--- src/inc/usam_pkg.sv ---
`default_nettype none

package usam_pkg;

   // byte width of addresses, masks and frames
   localparam int USAM_DW = 8;
   localparam int USAM_AW = 8;

   // register offsets on the byte register port
   localparam logic [USAM_AW-1:0] ADDR_SLV_ADDR = 8'ha9;
   localparam logic [USAM_AW-1:0] ADDR_SMASK = 8'hb9;
   localparam logic [USAM_AW-1:0] ADDR_CTRL = 8'hc0;
   localparam logic [USAM_AW-1:0] ADDR_STAT = 8'hc1;
   localparam logic [USAM_AW-1:0] ADDR_DATA = 8'hc2;
   localparam logic [USAM_AW-1:0] ADDR_DROP = 8'hc3;

   // reset values and the saturation limit of the dropped-frame count
   localparam logic [USAM_DW-1:0] SLV_ADDR_RST = 8'h00;
   localparam logic [USAM_DW-1:0] SMASK_RST = 8'h00;
   localparam logic [USAM_DW-1:0] DROP_MAX = 8'hff;

   // control register fields
   localparam int CTRL_NINE_BIT = 0;
   localparam int CTRL_MP_EN = 1;

   // status register fields
   localparam int STAT_READY = 0;
   localparam int STAT_GIVEN = 1;
   localparam int STAT_BCAST = 2;
   localparam int STAT_BIT9 = 3;
   localparam int STAT_OVERRUN = 4;

   typedef struct packed {
      logic [USAM_DW-1:0] slv_addr;
      logic [USAM_DW-1:0] smask;
      logic nine_bit;
      logic mp_en;
      logic rx_ready;
      logic overrun;
      logic given;
      logic bcast;
      logic bit9;
      logic accept;
      logic [USAM_DW-1:0] rx_byte;
      logic [USAM_DW-1:0] drop_cnt;
      logic [USAM_DW-1:0] rdata;
   } usam_state_type;

   localparam usam_state_type USAM_STATE_RST = '{
      slv_addr: SLV_ADDR_RST,
      smask: SMASK_RST,
      nine_bit: 1'b0,
      mp_en: 1'b0,
      rx_ready: 1'b0,
      overrun: 1'b0,
      given: 1'b0,
      bcast: 1'b0,
      bit9: 1'b0,
      accept: 1'b0,
      rx_byte: 8'h00,
      drop_cnt: 8'h00,
      rdata: 8'h00
   };

   // true when value equals ref on every bit where care is one
   function automatic logic usam_care_match(
      input logic [USAM_DW-1:0] value,
      input logic [USAM_DW-1:0] ref_val,
      input logic [USAM_DW-1:0] care
   );
      usam_care_match = (((value ^ ref_val) & care) == 8'h00);
   endfunction : usam_care_match

endpackage : usam_pkg

`default_nettype wire

--- src/inc/usam_match_if.sv ---
`timescale 1ns/1ps
`default_nettype none

interface usam_match_if;
   import usam_pkg::*;

   logic [USAM_DW-1:0] address_reg;
   logic [USAM_DW-1:0] mask_reg;
   logic [USAM_DW-1:0] rx_byte;
   logic given_hit;
   logic bcast_hit;

   modport ctrl (
      output address_reg,
      output mask_reg,
      output rx_byte,
      input given_hit,
      input bcast_hit
   );

   modport cmp (
      input address_reg,
      input mask_reg,
      input rx_byte,
      output given_hit,
      output bcast_hit
   );

endinterface : usam_match_if

`default_nettype wire

--- src/hdl/usam_matcher.sv ---
`timescale 1ns/1ps
`default_nettype none

module usam_matcher (
   // comparison operands and results
   usam_match_if.cmp mif
);
   import usam_pkg::*;

   logic [USAM_DW-1:0] bcast_addr;

   // zero bits of the or act as don't-care, so the or is both value and care mask
   assign bcast_addr = mif.address_reg | mif.mask_reg;

   assign mif.given_hit = usam_care_match(mif.rx_byte, mif.address_reg, mif.mask_reg);

   assign mif.bcast_hit = usam_care_match(mif.rx_byte, bcast_addr, bcast_addr);

endmodule : usam_matcher

`default_nettype wire

--- src/hdl/usam_addr_match.sv ---
// Operation
// - address frame matches given address where mask bits are one; mask zeros ignored
// - broadcast address is slave address OR mask; its zero bits are don't-care
// - reset clears slave address and mask registers to zero
// - with both registers at reset value every address frame matches
//
// Implementation choice: the address-and-strobe port.
`timescale 1ns/1ps
`default_nettype none

module usam_addr_match (
   // clock and reset
   input wire logic core_clk,
   input wire logic sys_rst,
   // register port
   input wire logic [usam_pkg::USAM_AW-1:0] reg_addr,
   input wire logic [usam_pkg::USAM_DW-1:0] reg_wdata,
   input wire logic reg_wr,
   input wire logic reg_rd,
   output logic [usam_pkg::USAM_DW-1:0] reg_rdata,
   // received frames from the serial frame engine
   input wire logic frame_valid,
   input wire logic [usam_pkg::USAM_DW-1:0] frame_data,
   input wire logic frame_bit9,
   // report to software side
   output logic frame_accept,
   output logic [usam_pkg::USAM_DW-1:0] rx_data,
   output logic rx_ready,
   output logic given_match,
   output logic broadcast_match
);
   import usam_pkg::*;

   usam_state_type st_r;
   usam_state_type st_nxt;
   logic filtering;
   logic hit_any;
   logic accept_now;
   logic clear_ready;
   logic clear_overrun;

   usam_match_if match_if ();

   assign match_if.address_reg = st_r.slv_addr;
   assign match_if.mask_reg = st_r.smask;
   assign match_if.rx_byte = frame_data;

   usam_matcher u_matcher (
      .mif(match_if.cmp)
   );

   // address filtering only exists in nine-bit mode with multiprocessor reception on
   assign filtering = st_r.nine_bit & st_r.mp_en;

   assign hit_any = match_if.given_hit | match_if.bcast_hit;

   // data frames are dropped while filtering; software turns filtering off once selected
   assign accept_now = frame_valid & (~filtering | (frame_bit9 & hit_any));

   assign clear_ready = reg_wr & (reg_addr == ADDR_STAT) & reg_wdata[STAT_READY];
   assign clear_overrun = reg_wr & (reg_addr == ADDR_STAT) & reg_wdata[STAT_OVERRUN];

   always_comb begin
      st_nxt = st_r;
      st_nxt.accept = 1'b0;
      st_nxt.rdata = 8'h00;

      // register writes
      if (reg_wr) begin
         case (reg_addr)
            ADDR_SLV_ADDR: begin
               st_nxt.slv_addr = reg_wdata;
            end
            ADDR_SMASK: begin
               st_nxt.smask = reg_wdata;
            end
            ADDR_CTRL: begin
               st_nxt.nine_bit = reg_wdata[CTRL_NINE_BIT];
               st_nxt.mp_en = reg_wdata[CTRL_MP_EN];
            end
            ADDR_DROP: begin
               st_nxt.drop_cnt = 8'h00;
            end
            default: begin
            end
         endcase
      end

      // write-one-to-clear; a frame landing in the same cycle sets the flag again below
      if (clear_ready) begin
         st_nxt.rx_ready = 1'b0;
      end
      if (clear_overrun) begin
         st_nxt.overrun = 1'b0;
      end

      // register reads, data valid in the following cycle only
      if (reg_rd) begin
         case (reg_addr)
            ADDR_SLV_ADDR: begin
               st_nxt.rdata = st_r.slv_addr;
            end
            ADDR_SMASK: begin
               st_nxt.rdata = st_r.smask;
            end
            ADDR_CTRL: begin
               st_nxt.rdata[CTRL_NINE_BIT] = st_r.nine_bit;
               st_nxt.rdata[CTRL_MP_EN] = st_r.mp_en;
            end
            ADDR_STAT: begin
               st_nxt.rdata[STAT_READY] = st_r.rx_ready;
               st_nxt.rdata[STAT_GIVEN] = st_r.given;
               st_nxt.rdata[STAT_BCAST] = st_r.bcast;
               st_nxt.rdata[STAT_BIT9] = st_r.bit9;
               st_nxt.rdata[STAT_OVERRUN] = st_r.overrun;
            end
            ADDR_DATA: begin
               st_nxt.rdata = st_r.rx_byte;
            end
            ADDR_DROP: begin
               st_nxt.rdata = st_r.drop_cnt;
            end
            default: begin
               st_nxt.rdata = 8'h00;
            end
         endcase
      end

      // filtered-out frames are counted, saturating so software never sees a wrap
      if (frame_valid & ~accept_now) begin
         if (st_nxt.drop_cnt != DROP_MAX) begin
            st_nxt.drop_cnt = st_nxt.drop_cnt + 8'h01;
         end
      end

      // accepted frame: capture and report
      if (accept_now) begin
         st_nxt.accept = 1'b1;
         st_nxt.rx_byte = frame_data;
         st_nxt.bit9 = frame_bit9;
         st_nxt.given = filtering & match_if.given_hit;
         st_nxt.bcast = filtering & match_if.bcast_hit;
         if (st_nxt.rx_ready) begin
            st_nxt.overrun = 1'b1;
         end
         st_nxt.rx_ready = 1'b1;
      end
   end

   // both address registers return to zero so every address matches after reset
   always_ff @(posedge core_clk or posedge sys_rst) begin
      if (sys_rst) begin
         st_r <= USAM_STATE_RST;
      end else begin
         st_r <= st_nxt;
      end
   end

   assign reg_rdata = st_r.rdata;
   assign frame_accept = st_r.accept;
   assign rx_data = st_r.rx_byte;
   assign rx_ready = st_r.rx_ready;
   assign given_match = st_r.given;
   assign broadcast_match = st_r.bcast;
endmodule : usam_addr_match

`default_nettype wire

--- config.mk ---
export PLATFORM = sky130hd
export DESIGN_NAME = usam_addr_match
export DESIGN_NICKNAME = d
export VERILOG_FILES = /design/src/inc/usam_pkg.sv /design/src/inc/usam_match_if.sv /design/src/hdl/usam_matcher.sv /design/src/hdl/usam_addr_match.sv
export SDC_FILE = /design/constraint.sdc
export NUM_CORES = 1
export LEC_CHECK = 0
export BUFFER_PORTS_ARGS = -buffer_cell sky130_fd_sc_hd__buf_2
export CAP_MARGIN = 0
export CORE_MARGIN = 1
export CORE_UTILIZATION = 55
export DETAILED_ROUTE_END_ITERATION = 16
export GPL_ROUTABILITY_DRIVEN = 0
export PLACE_DENSITY = 0.79
export SLEW_MARGIN = 20
export SYNTH_ARGS = -nofsm -noshare
export SYNTH_HDL_FRONTEND = slang
export SYNTH_HIERARCHICAL = 1
export SYNTH_SLANG_ARGS = --single-unit
--- constraint.sdc ---
create_clock -name core_clk -period 2.91 [get_ports core_clk]
set_input_delay 0.291 -clock core_clk [delete_from_list [all_inputs] [get_ports core_clk]]
set_output_delay 0.291 -clock core_clk [all_outputs]
set_load 0.01 [all_outputs]
==> impl_metrics.toml <==
[finish]
max_flop_register = "st_r"
layout.nets = 291
diodes = 0
drive_gt1_share_pct = 36.78
fill_cells = 373
regArea_um2 = 1201
final_cell_mix = "buf_2 (49), dfrtp_1 (48), mux2_2 (20)"
instances_no_fill = 313
largest_register_ffs = 12
multi_input_area_um2 = 1227
area_delta_synth_final_pct = 9.918
final_common_cell = "buf_2"

[synth]
ys.flop_type = "dfrtp_1"
syn_nets = 256
ys_seq_area_share_pct = 46.00
postSynthCellCount = 226
yosys_register_bits = 48
synthesis.area_um2 = 2611
yosysUniqueCellTypes = 43
synth_edf_count = 0
ys_async_sr_fraction_pct = 100.0
yosysWarnings = 6
syn_area_per_cell_um2 = 11.55

[pwr]
clock_power_share_pct = 32.3
powerDensity_nw_per_um2 = 457.9
switchingPower_uw = 328.4
p_int_uw = 985.8
p_comb_share_pct = 12.8
seqPwrFrac_pct = 54.9
switching_share_pct = 24.99
leakage_uw = 0.001444
max-vdd-ir-drop_mv = 0.3179

[global_route]
grt_use_total_pct = 23.36
grt_pass1_wl_um = 8887
use_met1_pct = 32.39
grt_pass1_vias = 1809
grt.busiest_layer = "met2"
grt_max_degree = 49
grt-ovfl-total = 0
antenna_found_initial = 0
met2_usage_pct = 37.07
grt_use_met3_pct = 4.843

[detailed_routing]
vias = 1852
antenna_left = 0
viasPerCell = 5.917
drt_wl_total_um = 5532
drc_errors = 0
firstDrtPassIters = 6
drt_iter0_drc = 145
wire_per_inst_um = 17.67

[cts]
htreeDepth = 2
clockBufferDepth = 2
cts_hold_buffers = 0
insertion_delay_ns = 0.30
cts-resized-gates = 0
clock-root-buffer = "clkbuf_8"
tritoncts = "done"
cts.sinks = 48
cts_setup_buffers = 0
clkTransAtPathRegs_ns = 0.09
cts_buffers = 5

[setup_path]
critical_path_class = "flop to flop"
r2r_start = "match_if.address_reg[6]"
worstPathMaxFanout = 5
required_ns = 3.10
end_kind = "flop"
reg2regPathDepth = 7
critPathLaunchType = "flop"
crit_arrival_ns = 2.35
crit_start = "match_if.address_reg[6]"

[run_status]
outcome = "complete, no violations"

[floorplan]
die_area_um2 = 5028
ios = 50
std_cell_rows = 24
core_um2 = 4444
die_width_um = 70.91
die_y_um = 70.91
start_util_pct = 58.76

[sta]
worst_pin_slew_ns = 0.8175
min_period_over_period_pct = 74.23
min_period_ns = 2.160
fmax_mhz = 463.0
tns_ns = 0
maxSlewViolCount = 0
setup-violations-final = 0
slew_headroom_pct = 45.50
final-hold-violation-count = 0
rsz0062_at_grt = "false"
fin_skew_ns = 0.008847

[placement]
dp.cells = 306
place.port_buffers = 49
dp.final_hpwl_um = 4181

[min_path]
hold_class = "input port to asynchronous set/reset pin"

[job]
drv_cap = 0
## per-stage QoR
stage                     hold WS, ns  power [uW]  setup slack, ns  cell area, um2  util [%]
after detailed placement       0.5116       901.6           0.7749            2773     62.39
after floorplan                0.4196       846.3           0.7939            2611         -
after global placement         0.4944       897.3           0.8277            2773     62.39
after global routing           0.1886        1370           0.6180            2870     64.58
after CTS                      0.2280        1325           0.7608            2869     64.56
final                          0.1108        1314           0.7500            2870     64.58
## cell families after synthesis
kind of cell,synth area share (%)
AND/OR/NAND/NOR,14.28
flip-flops,46.00
multiplexers,20.60
AO/OA/AOI/OAI,9.440
buffers and inverters,6.996
XOR/XNOR,2.683
## final cells by class
class                      count  area share, %
timing repair buffer          51          9.067
tap                           52          2.267
sequential                    48          41.85
clock buffer                   7          3.357
inverter                       5         0.6975
multi-input combinational    150          42.76
## synthesized netlist by cell type (2+ instances only)
master,number,area [um2]
or3_1,2,12.51
mux2i_1,11,110.1
mux2_4,10,150.1
xor2_1,8,70.07
buf_2,2,10.01
nand4_1,2,12.51
and2_1,8,50.05
inv_1,5,18.77
nor2_1,12,45.04
and3b_1,2,17.52
a22oi_1,8,60.06
clkbuf_1,3,11.26
a21oi_1,4,20.02
o21bai_1,3,22.52
mux4_1,2,52.55
o22ai_1,8,50.05
o21ai_0,8,40.04
nand2_1,7,26.28
buf_6,2,22.52
dfrtp_1,48,1201
nor3_1,5,25.02
nand3_1,9,45.04
mux2_2,20,225.2
buf_4,16,120.1
and3_1,3,18.77
## critical path, cell delays in order (launching register included)
cell and delay [ns]:
dfrtp_1 0.42, xor2_1 0.18, a22oi_1 0.11, and4_1 0.23, o21a_1 0.23, nor4_1 0.58
and3b_1 0.25, nor3_1 0.04
## per-layer routing
| layer | part of all wire, % | vias up |
|---|---|---|
| met5 | 0 | - |
| met4 | 1.4 | 0 |
| met1 | 47 | 912 |
| met2 | 47 | 60 |
| met3 | 5.1 | 7 |
| li1 | - | 873 |
## power groups by stage
stage	Sequential [uW]	Clock, uW	Combinational, uW
3_3_place_gp	733	0	164
4_1_cts	720	436	169
6_report	721	425	168
2_1_floorplan	724	0	123
5_1_grt	724	462	184
3_5_place_dp	734	0	168
## worst paths after layout
check	end	slack [ns]
worst min register to register	st_r[25]	0.52
max in group asynchronous	match_if.mask_reg[1]	2.29
worst max-delay path	st_r[14]	0.75
worst max register to register	st_r[14]	0.75
min in group core_clk	match_if.mask_reg[3]	0.23
worst min-delay path	st_r[14]	0.11
No activity file was read; power rests on OpenSTA's default activity.
